File: src/hdl/usb_port_cfg.svh
// named constants for the host root-port block: offsets, field positions, codes, times
// assumes a 100 MHz system clock and a byte-addressed Avalon-MM register window
`ifndef USB_PORT_CFG_SVH
`define USB_PORT_CFG_SVH

// register byte offsets
`define OFS_ROLE        4'h0
`define OFS_STATUS      4'h4
`define OFS_INT_EN      4'h8
`define OFS_PORT        4'hc

// role select codes, field width two bits
`define ROLE_IDLE       2'h0
`define ROLE_DEVICE     2'h2
`define ROLE_HOST       2'h3

// status and interrupt enable bit positions
`define STS_PORT_CHG    2
`define STS_SOF         7

// port status/control bit positions
`define PSC_CONNECT     0
`define PSC_CONN_CHG    1
`define PSC_ENABLED     2
`define PSC_EN_CHG      3
`define PSC_RESET       8
`define PSC_HIGH_SPEED  9
`define PSC_OWNER       13
`define PSC_SPEED_LO    26
`define PSC_SPEED_HI    27
`define PSC_PHY_LO      30
`define PSC_PHY_HI      31

// speed field encodings
`define SPEED_FULL      2'h0
`define SPEED_LOW       2'h1
`define SPEED_HIGH      2'h2

// reset values
`define PHY_MODE_RST    2'h0

// times in ns and the clock period in ns
`define CLK_PERIOD_NS   10
`define SOF_PERIOD_NS   125000
`define PORT_RESET_NS   10000000

`endif

File: src/hdl/usb_port_pkg.sv
// types shared by the root-port block and its interval timer
// assumes usb_port_cfg.svh supplies the numeric constants
package usb_port_pkg;

	// pin-side sense inputs from the transceiver
	typedef struct packed {
		logic attach;
		logic hs_chirp_ok;
		logic ls_detect;
	} link_in_t;

	// interval timer state
	typedef struct packed {
		logic [19:0] count;
		logic        done;
	} timer_state_t;

	// root-port block state
	typedef struct packed {
		link_in_t    sync1;
		link_in_t    sync2;
		logic        attach_prev;
		logic [1:0]  role;
		logic        sof_flag;
		logic        port_chg_flag;
		logic        sof_en;
		logic        port_chg_en;
		logic        conn_chg;
		logic        port_en;
		logic        en_chg;
		logic        reset_active;
		logic [1:0]  speed;
		logic [1:0]  phy_mode;
		logic        waitreq;
		logic [31:0] rdata;
		logic        irq;
		logic        sof_pulse;
		logic        host_role;
	} port_state_t;

endpackage

File: src/hdl/interval_timer.sv
// interval timer: counts clock cycles while run is high, pulses done at the end
// assumes run comes from logic on the same clock
`timescale 1ns/1ps
`default_nettype none
module interval_timer #(
	parameter logic [19:0] COUNT = 20'h00001
) (
	input  wire logic clk_in,
	input  wire logic rst_n_in,
	input  wire logic run_in,
	output logic      done_out
);
	usb_port_pkg::timer_state_t st_ff;
	usb_port_pkg::timer_state_t nxt_st;

	// restart from zero whenever run drops, so every interval is whole
	always_comb begin
		nxt_st = st_ff;
		nxt_st.done = 1'b0;
		if (!run_in) begin
			nxt_st.count = 20'h00000;
		end else if (st_ff.count == COUNT - 20'h00001) begin
			nxt_st.count = 20'h00000;
			nxt_st.done = 1'b1;
		end else begin
			nxt_st.count = st_ff.count + 20'h00001;
		end
	end

	always_ff @(posedge clk_in) begin
		if (!rst_n_in) begin
			st_ff <= '0;
		end else begin
			st_ff <= nxt_st;
		end
	end

	assign done_out = st_ff.done; // straight from a flop
endmodule
`default_nettype wire

File: src/hdl/usb_host_port.sv
// host root-port control: role select, sof time base, timed port reset, speed report
// assumes an Avalon-MM master on clk_in and asynchronous sense pins from the transceiver
//
// Our own choices: the address map and register access over Avalon-MM.
`timescale 1ns/1ps
`default_nettype none
`include "usb_port_cfg.svh"
module usb_host_port #(
	parameter logic [19:0] SOF_CYCLES   = 20'(`SOF_PERIOD_NS / `CLK_PERIOD_NS),
	parameter logic [19:0] RESET_CYCLES = 20'(`PORT_RESET_NS / `CLK_PERIOD_NS)
) (
	input  wire logic                   clk_in,
	input  wire logic                   rst_n_in,
	input  wire logic [3:0]             avs_address_in,
	input  wire logic                   avs_read_in,
	input  wire logic                   avs_write_in,
	input  wire logic [31:0]            avs_writedata_in,
	input  wire logic [3:0]             avs_byteenable_in,
	output logic [31:0]                 avs_readdata_out,
	output logic                        avs_waitrequest_out,
	input  wire usb_port_pkg::link_in_t link_in,
	output logic                        port_reset_out,
	output logic                        sof_pulse_out,
	output logic                        event_irq_out,
	output logic [1:0]                  phy_mode_out,
	output logic                        host_role_out
);
	usb_port_pkg::port_state_t st_ff;
	usb_port_pkg::port_state_t nxt_st;

	logic        sof_done;
	logic        reset_done;
	logic        host;
	logic        wr_acc;
	logic        rd_setup;
	logic        attach_chg;
	logic        start_reset;
	logic [31:0] wmask;
	logic [31:0] wd;
	logic [31:0] rd;
	logic [1:0]  new_speed;
	logic [31:0] role_word;
	logic [31:0] port_word;
	logic        wr_role;
	logic        wr_status;
	logic        wr_int_en;
	logic        wr_port;

	// byte enables widened to a bit mask
	function automatic logic [31:0] lane_mask(input logic [3:0] be);
		lane_mask = {{8{be[3]}}, {8{be[2]}}, {8{be[1]}}, {8{be[0]}}};
	endfunction

	// keep unwritten lanes, take written ones
	function automatic logic [31:0] merge(input logic [31:0] old, input logic [31:0] m,
			input logic [31:0] d);
		merge = (old & ~m) | (d & m);
	endfunction

	// sticky flag: a set in the same cycle beats a one-to-clear
	function automatic logic sticky(input logic old, input logic set, input logic clr);
		sticky = set | (old & ~clr);
	endfunction

	// microframe time base, runs only in host role
	interval_timer #(
		.COUNT (SOF_CYCLES)
	) sof_timer (
		.clk_in   (clk_in),
		.rst_n_in (rst_n_in),
		.run_in   (host),
		.done_out (sof_done)
	);

	// port reset duration, runs while a reset is in progress
	interval_timer #(
		.COUNT (RESET_CYCLES)
	) reset_timer (
		.clk_in   (clk_in),
		.rst_n_in (rst_n_in),
		.run_in   (st_ff.reset_active),
		.done_out (reset_done)
	);

	// bus handshake terms and write lanes
	always_comb begin
		host = (st_ff.role == `ROLE_HOST);
		wr_acc = avs_write_in && !st_ff.waitreq;
		rd_setup = avs_read_in && st_ff.waitreq;
		wmask = lane_mask(avs_byteenable_in);
		wd = avs_writedata_in & wmask;
		attach_chg = st_ff.sync2.attach != st_ff.attach_prev;
	end

	// accepted write strobes per register; start_reset decodes the port offset again on its own
	always_comb begin
		wr_role = wr_acc && (avs_address_in == `OFS_ROLE);
		wr_status = wr_acc && (avs_address_in == `OFS_STATUS);
		wr_int_en = wr_acc && (avs_address_in == `OFS_INT_EN);
		wr_port = wr_acc && (avs_address_in == `OFS_PORT);
	end

	// merged words for the writable fields; a call result cannot be sliced directly
	always_comb begin
		role_word = merge({30'h0, st_ff.role}, wmask, wd);
		port_word = merge({st_ff.phy_mode, 30'h0}, wmask, wd);
	end

	// negotiated speed, sampled when the reset times out
	always_comb begin
		if (st_ff.sync2.hs_chirp_ok) begin
			new_speed = `SPEED_HIGH;
		end else if (st_ff.sync2.ls_detect) begin
			new_speed = `SPEED_LOW;
		end else begin
			new_speed = `SPEED_FULL;
		end
	end

	// reset only starts in host role with a device attached and none running
	always_comb begin
		start_reset = wr_acc && (avs_address_in == `OFS_PORT) && wd[`PSC_RESET] && host
			&& st_ff.sync2.attach && !st_ff.reset_active;
	end

	// read word; reserved bits read as zero, owner bit always zero
	always_comb begin
		rd = 32'h0000_0000;
		unique case (avs_address_in)
			`OFS_ROLE: begin
				rd[1:0] = st_ff.role;
			end
			`OFS_STATUS: begin
				rd[`STS_PORT_CHG] = st_ff.port_chg_flag;
				rd[`STS_SOF] = st_ff.sof_flag;
			end
			`OFS_INT_EN: begin
				rd[`STS_PORT_CHG] = st_ff.port_chg_en;
				rd[`STS_SOF] = st_ff.sof_en;
			end
			`OFS_PORT: begin
				rd[`PSC_CONNECT] = st_ff.sync2.attach;
				rd[`PSC_CONN_CHG] = st_ff.conn_chg;
				rd[`PSC_ENABLED] = st_ff.port_en;
				rd[`PSC_EN_CHG] = st_ff.en_chg;
				rd[`PSC_RESET] = st_ff.reset_active;
				rd[`PSC_HIGH_SPEED] = (st_ff.speed == `SPEED_HIGH);
				rd[`PSC_OWNER] = 1'b0;
				rd[`PSC_SPEED_HI:`PSC_SPEED_LO] = st_ff.speed;
				rd[`PSC_PHY_HI:`PSC_PHY_LO] = st_ff.phy_mode;
			end
			default: begin
				rd = 32'h0000_0000; // unmapped offsets read zero
			end
		endcase
	end

	// next state of the whole block
	always_comb begin
		nxt_st = st_ff;

		// two-stage sense synchronisers; only the second stage is used
		nxt_st.sync1 = link_in;
		nxt_st.sync2 = st_ff.sync1;
		nxt_st.attach_prev = st_ff.sync2.attach;

		// one wait cycle, then the answer; waitrequest rises again after acceptance
		nxt_st.waitreq = !((avs_read_in || avs_write_in) && st_ff.waitreq);
		if (rd_setup) begin
			nxt_st.rdata = rd;
		end

		// role select, plain read/write
		if (wr_role) begin
			nxt_st.role = role_word[1:0];
		end

		// interrupt enables, one sof enable for both roles
		if (wr_int_en) begin
			nxt_st.sof_en = wd[`STS_SOF] | (st_ff.sof_en & ~wmask[`STS_SOF]);
			nxt_st.port_chg_en = wd[`STS_PORT_CHG]
				| (st_ff.port_chg_en & ~wmask[`STS_PORT_CHG]);
		end

		// phy mode bits steer the transceiver interface
		if (wr_port) begin
			nxt_st.phy_mode = port_word[31:30];
		end

		// connect change on any attach edge, cleared by one-to-clear
		nxt_st.conn_chg = sticky(st_ff.conn_chg, attach_chg,
			wr_port && wd[`PSC_CONN_CHG]);

		// start a timed reset; a written zero has no clear path
		if (start_reset) begin
			nxt_st.reset_active = 1'b1;
			nxt_st.port_en = 1'b0;
		end

		// reset expiry: self-clear, enable regardless of chirp, latch speed
		if (reset_done && st_ff.reset_active) begin
			nxt_st.reset_active = 1'b0;
			nxt_st.port_en = 1'b1;
			nxt_st.speed = new_speed;
		end

		// detach drops the port enable without flagging an enable change
		if (!st_ff.sync2.attach && !st_ff.reset_active) begin
			nxt_st.port_en = 1'b0;
		end

		// enable change flag, set wins over clear
		nxt_st.en_chg = sticky(st_ff.en_chg, reset_done && st_ff.reset_active,
			wr_port && wd[`PSC_EN_CHG]);

		// port change summary flag in status
		nxt_st.port_chg_flag = sticky(st_ff.port_chg_flag,
			attach_chg || (reset_done && st_ff.reset_active),
			wr_status && wd[`STS_PORT_CHG]);

		// free-running microframe event, host role only, fixed period
		nxt_st.sof_pulse = sof_done && host;
		nxt_st.sof_flag = sticky(st_ff.sof_flag, sof_done && host,
			wr_status && wd[`STS_SOF]);

		// leaving host role abandons any reset in flight
		if (!host) begin
			nxt_st.reset_active = 1'b0;
		end

		// role decode registered so the role output comes from a flop
		nxt_st.host_role = (nxt_st.role == `ROLE_HOST);

		// event output from the next flag values, so it lines up with the flags
		nxt_st.irq = (nxt_st.sof_flag && nxt_st.sof_en)
			|| (nxt_st.port_chg_flag && nxt_st.port_chg_en);
	end

	// single state register
	always_ff @(posedge clk_in) begin
		if (!rst_n_in) begin
			st_ff <= '0;
			st_ff.role <= `ROLE_IDLE;
			st_ff.phy_mode <= `PHY_MODE_RST;
			st_ff.speed <= `SPEED_FULL;
			st_ff.waitreq <= 1'b1;
		end else begin
			st_ff <= nxt_st;
		end
	end

	// outputs straight from the state register
	assign avs_readdata_out = st_ff.rdata;
	assign avs_waitrequest_out = st_ff.waitreq;
	assign port_reset_out = st_ff.reset_active;
	assign sof_pulse_out = st_ff.sof_pulse;
	assign event_irq_out = st_ff.irq;
	assign phy_mode_out = st_ff.phy_mode;
	assign host_role_out = st_ff.host_role;
endmodule
`default_nettype wire

File: config.mk
export PLATFORM = sky130hd
export DESIGN_NAME = usb_host_port
export DESIGN_NICKNAME = d
export VERILOG_FILES = /design/src/hdl/usb_port_pkg.sv /design/src/hdl/interval_timer.sv /design/src/hdl/usb_host_port.sv
export VERILOG_INCLUDE_DIRS = /design/src /design/src/hdl
export SDC_FILE = /design/constraint.sdc
export NUM_CORES = 1
export LEC_CHECK = 0
export BUFFER_PORTS_ARGS = -buffer_cell sky130_fd_sc_hd__buf_2
export CAP_MARGIN = 30
export CORE_MARGIN = 3
export CORE_UTILIZATION = 40
export DETAILED_ROUTE_END_ITERATION = 12
export MAX_ROUTING_LAYER = met4
export SLEW_MARGIN = 30
export SYNTH_ARGS = -nofsm -noshare
export SYNTH_HDL_FRONTEND = slang
export SYNTH_SLANG_ARGS = --single-unit
File: constraint.sdc
create_clock -name clk_in -period 2.11 [get_ports clk_in]
set_input_delay 0 -clock clk_in [delete_from_list [all_inputs] [get_ports clk_in]]
set_output_delay 0 -clock clk_in [all_outputs]
set_load 0.005 [all_outputs]
==> results of run 1 <==
## synth_stat cells (11+ instances only)
cell      count
nand2_1      33
clkbuf_1     13
a21oi_1      27
or3_1        13
xnor2_1      15
dfxtp_1      78
inv_1        11
o21ai_0      13
and2_1       11
nand3_1      30
nor2_1       43
buf_4        34
## metrics by stage
stage,cell area [um^2],utilization (%),instances
finish,3970,47.6,555
floorplan,3550,-,424
global placement,3630,43.5,527
detailed placement,3630,43.5,527
global route,3970,47.6,555
CTS,3970,47.6,555
## routing by layer
layer | GRT usage (%) | part of all wire [%] | vias up
met1 | 20.0 | 49 | 1312
met4 | 7.56 | 1.8 | 0
met5 | - | 0 | -
met3 | 2.88 | 6.2 | 9
li1 | - | - | 1430
met2 | 21.7 | 43 | 73
## worst paths after layout
check | slack [ns] | cells past startpoint | endpoint
hold reg to reg | 0.43 | 1 | st_ff[51]$_SDFF_PN0_
setup reg to reg | 0.15 | 4 | sof_timer.st_ff[20]$_SDFF_PP0_
hold / removal | 0.03 | 4 | st_ff[43]$_SDFF_PN0_
setup / recovery | 0.15 | 4 | sof_timer.st_ff[20]$_SDFF_PP0_
## tightest hold or removal path: stages
cell and delay, ns:
buf_2 0.11, nand4_1 0.08, nand2_1 0.08, a21oi_1 0.06
## what timing repair did
action	CTS	global route
endpoints found under the setup margin	0	1
hold endpoints to repair	13	0
hold buffers	13	0
resized for setup	0	1
## layout make-up
| type | instances | share of cell area [%] |
|---|---|---|
| Sequential cell | 78 | 39.3 |
| Inverter | 11 | 1.04 |
| Clock inverter | 6 | 2.21 |
| Tap cell | 105 | 3.31 |
| Clock buffer | 9 | 3.12 |
| Timing Repair Buffer | 60 | 9.70 |
| Multi-Input combinational cell | 286 | 41.3 |
## state kept, by name, summed over array words and instances, names as in the netlist, named ones only
register and cells:
avs_readdata_out 11, sof_pulse_out 1, st_ff 14, port_reset_out 1, sof_timer.done_out 1, host_role_out 1, reset_timer.done_out 1, event_irq_out 1
nxt_st 4, avs_waitrequest_out 1, reset_timer.st_ff 20, sof_timer.st_ff 20
## power by group
part | switching [mW] | leakage, nW | internal [mW] | total [mW]
clock network | 0.535 | 0.109 | 0.659 | 1.19
registers | 0.00737 | 0.630 | 1.48 | 1.49
logic | 0.0622 | 0.705 | 0.0475 | 0.110
total | 0.604 | 1.44 | 2.19 | 2.79
## kinds of logic after synthesis
group                      count (synthesis)  synth area share, %
and+or+nand+nor                          179                 27.1
DFF                                       78                 45.0
buffers and inverters                     60                 10.2
AOI/OAI and AO/OA                         53                 8.76
xor gates and xnor gates                  24                 6.06
muxes                                      7                 2.05
adders and majority gates                  2                0.721
other                                      1                0.108
==> results, run 1 <==
- The run finished with clean final reports.
- The initial antenna violation count came to 0.
- The via-per-instance ratio is 5.09.
- The global-route wire length before repair is around 12,000 um.
- Routability-driven placement finished with a final weighted congestion of a little under 0.8.
- After global routing the overflow that remains totals 0.
- The clock passes through at most 2 buffers.
- The leakage power total is between 1 and 1.5 nW.
- After synthesis, the cell types taking the most area are dfxtp_1, buf_4, nor2_1, nand3_1, a21oi_1.
- The number of remaining DRC errors is 0.
- The smallest clock period supported by the final layout is computed as between 1.5 and 2 ns.
- The slew at the pin with the worst max-slew slack is between 0.7 and 0.8 ns.
- After layout, the worst setup slack is 0.148 ns.
- Dividing the detail-routed wire length by the instance count gives around 12 um.
- The signal on the critical path passes through nand4_4 > or4_1 > or4_1 > a21oi_1.
- For the worst-skew pair, the clock arrives at the later sink with an insertion delay of ~0.35 ns.
- The first TritonRoute pass finished after 4 iterations.
- The number of buffers inserted during clock tree synthesis is 9.
- The cell at the root of the clock tree is clkbuf_8.
- The depth of the CTS H-tree is 3.
- The via count is between 2,000 and 3,000.
- The peak clock frequency supported by timing is 510 MHz.
- The buffer and inverter count on the worst path is 0.
- Across the run, the number of max-cap violations was 0.
- The critical setup path kind is reg2reg.
- IR analysis of the VDD net gives a maximum drop of between 0.2 and 0.25 mV.
- The most common cell after layout, fill and taps aside is dfxtp_1.
- The count of inserted antenna diode cells is 0.
- The number of nets in the final layout is ~500.
- The family with the most delay on the worst path is simple AND/OR/NAND/NOR gates.
- The wire length after detailed routing is 6870 um.
- The start point of the critical path is sof_timer.st_ff[3]$_SDFF_PP0_.
- The slowest stage of the critical path is the or4_1 cell.
- The tightest hold path in the finished design has a slack of roughly 0.029 ns.
- The synthesized netlist occupies a cell area of ~0.0035 mm^2.
- The via count of the first global-routing pass is approximately 2,500.
- The clock arrives with between 0.01 and 0.015 ns of skew.
- The total power per unit cell area is between 700 and 800 mW/mm^2.
- The kind of path behind the tightest hold check is in2reg.
- The number of nets still failing antenna checks after routing is 0.
- The data arrival time of the worst path is 2.25 ns.
- The count of port buffers added during placement is 39.
- Timing analysis after detailed placement gives a worst setup slack of 0.127 ns.
- Across the whole layout, storage elements account for between 0.0015 and 0.002 mm^2.
- The top cell types in the final layout, fill and taps aside, are dfxtp_1, nor2_1, buf_2.
- Buffers added to address setup during post-CTS repair amount to 0.
- Setup violations remaining at the end of the flow were counted as 0.
- The final total negative setup slack is 0 ns.
- The origin of the critical flop-to-flop path is sof_timer.st_ff[3]$_SDFF_PP0_.
- After layout, the design draws a total of 2.79 mW.
- The row count is 33.
- The effective utilization at floorplan is about two fifths.
- The worst hold path begins at avs_byteenable_in[0].
- Once detailed placement completed, the half-perimeter wirelength came to slightly below 5000 um.
- The multi-input combinational cells in the finished layout cover a total of between 0.0015 and 0.002 mm^2.
- The number of max-slew violations in the final report is 0.
- For this block, the initial DRC count from the detailed router was 110.
- The number of distinct library cells after synthesis is 42.
- Setup repair after global routing left no endpoint under its margin.
- Compared with the post-synthesis result, the final layout area differs by 14.4%.
- The fraction of registers with async set or reset after synthesis is 0%.
- The hold violation count in the final report was 0.
- The nature of the critical path endpoint is a flip-flop.
- Dividing the final minimum period by the clock period gives slightly above 90%.
- The share of final-layout standard cells stronger than drive strength 1 is around 15%.
- The total of warnings raised by yosys is 0.
- In the global route stage, overall resource usage came out at around 15%.
- The total clock sinks is 78.
- The critical path's largest stage delay is between 0.6 and 0.7 ns.
- 86 I/O pins were placed.
- The average size of a mapped cell is between 8 and 9 um^2.
- The number of synthesized register bits is 78.
- Counting every instance in the synthesized netlist gives just over 400.
- The worst pin sits at a relative slew slack of 51.4%.
- The count of flip-flops with a built-in enable after synthesis is 0.
- STA puts the critical path data required time at around 2.4 ns.
- The most numerous cell type found on the critical path is or4_1.
- STA classifies the critical path startpoint as a flip-flop.
- The library cell occupying the most area in the post-synthesis netlist is dfxtp_1.
- The die extent in y is just under 100 um.
- The core region is around 0.0083 mm^2.
- Entering global routing, the biggest net connects 25 pins.
- The horizontal extent of the die is just under 100 um.
- Sequential elements use about 45% of the synthesized area.
- The most used flip-flop cell after synthesis is dfxtp_1.
- Along the worst path, the maximum fanout reaches 8.
- The clock tree from TritonCTS is done.
- The post-CTS clock slew at the launch and capture registers of the worst setup and hold paths is approximately 0.08 ns.
- The total of fill cells in the finished design is between 800 and 900.
- The portion of synthesized cell area occupied by the leading cell type is approximately 45%.
- The floorplan die area is ~0.0098 mm^2.
Power figures use the tool's default switching activity.
==> run 2: changes to the inputs <==
--- a/config.mk
+++ b/config.mk
@@ -8,6 +8,7 @@
 export LEC_CHECK = 0
 export BUFFER_PORTS_ARGS = -buffer_cell sky130_fd_sc_hd__buf_2
 export CAP_MARGIN = 30
+export CORE_ASPECT_RATIO = 1.5
 export CORE_MARGIN = 3
 export CORE_UTILIZATION = 40
 export DETAILED_ROUTE_END_ITERATION = 12
==> results, run 2 (synthesized netlist as in run 1, its figures left out) <==
- The flow ran to the end, and the final reports show no timing, DRC or antenna violations.
- The endpoint required time on the critical path is 2.37 ns (-0.03 ns).
- The area added between synthesis and finish is 18.6%.
- The maximum net fanout on the critical path is 5 (-3).
- The nature of the critical path endpoint is a flip-flop.
- The data arrival time of the worst path is 2.23 ns (-0.02 ns).
- The cell at the root of the clock tree is clkbuf_16.
- The final worst setup slack is 0.139 ns (-0.00849 ns).
- The maximum number of pins on one net before global-route repair is 25 (unchanged).
- The via count is 2,793 (-1.1%).
- The depth of the CTS H-tree came to 3 (unchanged).
- The core footprint is 0.00841 mm^2 (+0.87%).
- The library cell used most frequently in the layout, excluding fill and tap cells, is dfxtp_1.
- The number of buffers inserted to repair setup after CTS is 0 (unchanged).
- The remaining max-slew budget at the tightest pin is 50.8% (-0.63 points).
- The via count of the first global-routing pass is 2,635 (+4.1%).
- The latest clock arrival within the worst-skew pair is 0.34 ns (about the same).
- STA classifies the critical path startpoint as a flip-flop.
- The share of final-layout standard cells stronger than drive strength 1 came to 15.2% (+0.57 points).
- The highest ir drop seen on vdd is 0.518 mV (+110%).
- The final total negative setup slack is 0 ns (unchanged).
- The number of hold-repair buffers added at the cts stage is 12 (-1).
- The effective utilization at floorplan is 41.3% (-0.36 points).
- The largest buffer count on any clock path is 2 (unchanged).
- The number of design-rule violations left by the first detailed-router iteration was 95 (-14%).
- The hold violation count in the final report is 0 (unchanged).
- The peak clock frequency supported by timing is 507 MHz (-0.43%).
- The horizontal extent of the die is 82.1 um (-17%).
- The floorplan die area is 0.00985 mm^2 (+0.23%).
- The number of I/O pins is 86 (unchanged).
- The global route total overflow is 0 (unchanged).
- The placed wire-length estimate is 5130 um (+6.1%).
- The global-route wire length before repair was 11,500 um (-1.2%).
- The count of port buffers added during placement is 39 (unchanged).
- The final routed wire length divided by cell count is 12.9 um (+3.9%).
- The number of remaining DRC errors is 0 (unchanged).
- The post-CTS clock slew at the launch and capture registers of the worst setup and hold paths is 0.06 ns (-0.02 ns).
- Setup repair after global routing left no endpoint under its margin.
- The clock period minus final worst setup slack is 1.97 ns (+0.00849 ns).
- The leakage power total is 1.51 nW (+4.7%).
- The initial antenna violation count is 0 (unchanged).
- The number of buffers inserted during clock tree synthesis came to 9 (unchanged).
- The worst hold-check slack was 0.0270 ns (-0.00210 ns).
- The number of nets still failing antenna checks after routing is 0 (unchanged).
- The count of inserted antenna diode cells was 0 (unchanged).
- The number of max-slew violations in the final report is 0 (unchanged).
- The critical path's largest stage delay was 0.63 ns (-0.02 ns).
- The critical path goes through nand3_1 > or4_1 > or4_1 > a21oi_1.
- The most used cell along the critical path is or4_1.
- The instance count along the most critical hold path is 4 (unchanged).
- The kind of path behind the tightest hold check is in2reg.
- The library cells used most frequently in the layout, excluding fill and tap cells, are dfxtp_1, nor2_1, buf_2.
- The final standard cell area without fillers came to 0.00412 mm^2 (+3.7%).
- The placement-stage cell area is 0.00365 mm^2 (+0.69%).
- The row count is 41 (+24%).
- The number of nets in the final layout is 497 (+0.40%).
- The die extent in y was 120 um (+21%).
- The total power is 3.39 mW (+21%).
- The via-per-instance ratio came to 4.99 (-2.0%).
- For this design, the slowest cell found on the critical path is or4_1.
- The total clock sinks is 78 (unchanged).
- TritonCTS built the clock tree.
- The slew at the pin with the worst max-slew slack is 0.738 ns (+0.00937 ns).
- The depth of the worst register-to-register path is 4 (unchanged).
- The critical setup path kind is reg2reg.
- The share of the cycle needed by the critical path after routing is 93.4% (+0.40 points).
- The final worst clock skew is 0.00645 ns (-0.00402 ns).
- The total power per unit cell area is 823 mW/mm^2 (+17%).
- The number of iterations in the first detailed-routing pass is 4 (unchanged).
- The count of final setup violators is 0 (unchanged).
- The max-capacitance violation count is 0 (unchanged).
- The placer congestion estimate was 0.773 (-1.1%).
- The wire length after detailed routing is 7200 um (+4.8%).
- The number of cells upsized or downsized after cts is 0 (unchanged).
- The worst setup timing slack at the placement stage came to 0.172 ns (+0.0454 ns).
- The largest registers in the layout are reset_timer.st_ff: 20 flops, sof_timer.st_ff: 20 flops, st_ff: 14 flops.
- The total routing usage reported by global routing is 15.6% (+0.59 points).
run 2: metrics by stage:
stage | instances | utilization [%]
2_1_floorplan | 424 | -
3_3_place_gp | 532 | 43.4
3_5_place_dp | 532 | 43.4
4_1_cts | 560 | 48.9
5_1_grt | 560 | 48.9
6_report | 560 | 48.9
run 2: final timing paths:
check / from / to / slack, ns
max: reset_timer.st_ff[4]$_SDFF_PP0_ / reset_timer.st_ff[20]$_SDFF_PP0_ / 0.14
min: avs_writedata_in[3] / st_ff[41]$_SDFF_PN0_ / 0.03
max reg2reg: reset_timer.st_ff[4]$_SDFF_PP0_ / reset_timer.st_ff[20]$_SDFF_PP0_ / 0.14
min reg2reg: nxt_st[53]$_SDFF_PN0_ / nxt_st[50]$_SDFF_PN0_ / 0.43
run 2: per-layer routing:
metal / up-vias / track usage, % / wire [um]
met1: 1291 / 15.8 / 2910
li1: 1434 / - / -
met4: 0 / 7.59 / 161
met2: 59 / 26.8 / 3790
met3: 9 / 4.28 / 332
met5: - / - / 0
run 2: area by class of cell:
| type | instances | area (um^2) |
|---|---|---|
| clock inverter | 7 | 120 |
| tap | 107 | 134 |
| clock buffer | 9 | 225 |
| fill | 830 | 4300 |
| inverter | 11 | 41.3 |
| timing repair buffer | 62 | 398 |
| multi-input combinational | 286 | 1640 |
| sequential | 78 | 1560 |
run 2: critical path: cells and delay by family, from the launching register on:
family | cells | cell delay, ns
AOI/OAI and AO/OA | 1 | 0.17
DFF | 1 | 0.40
and+or+nand+nor | 3 | 1.34
run 2: power breakdown:
group          internal, mW  switching (mW)  leakage, nW
Clock                  1.16           0.624        0.166
Sequential             1.48         0.00684        0.630
Combinational        0.0474          0.0619        0.715
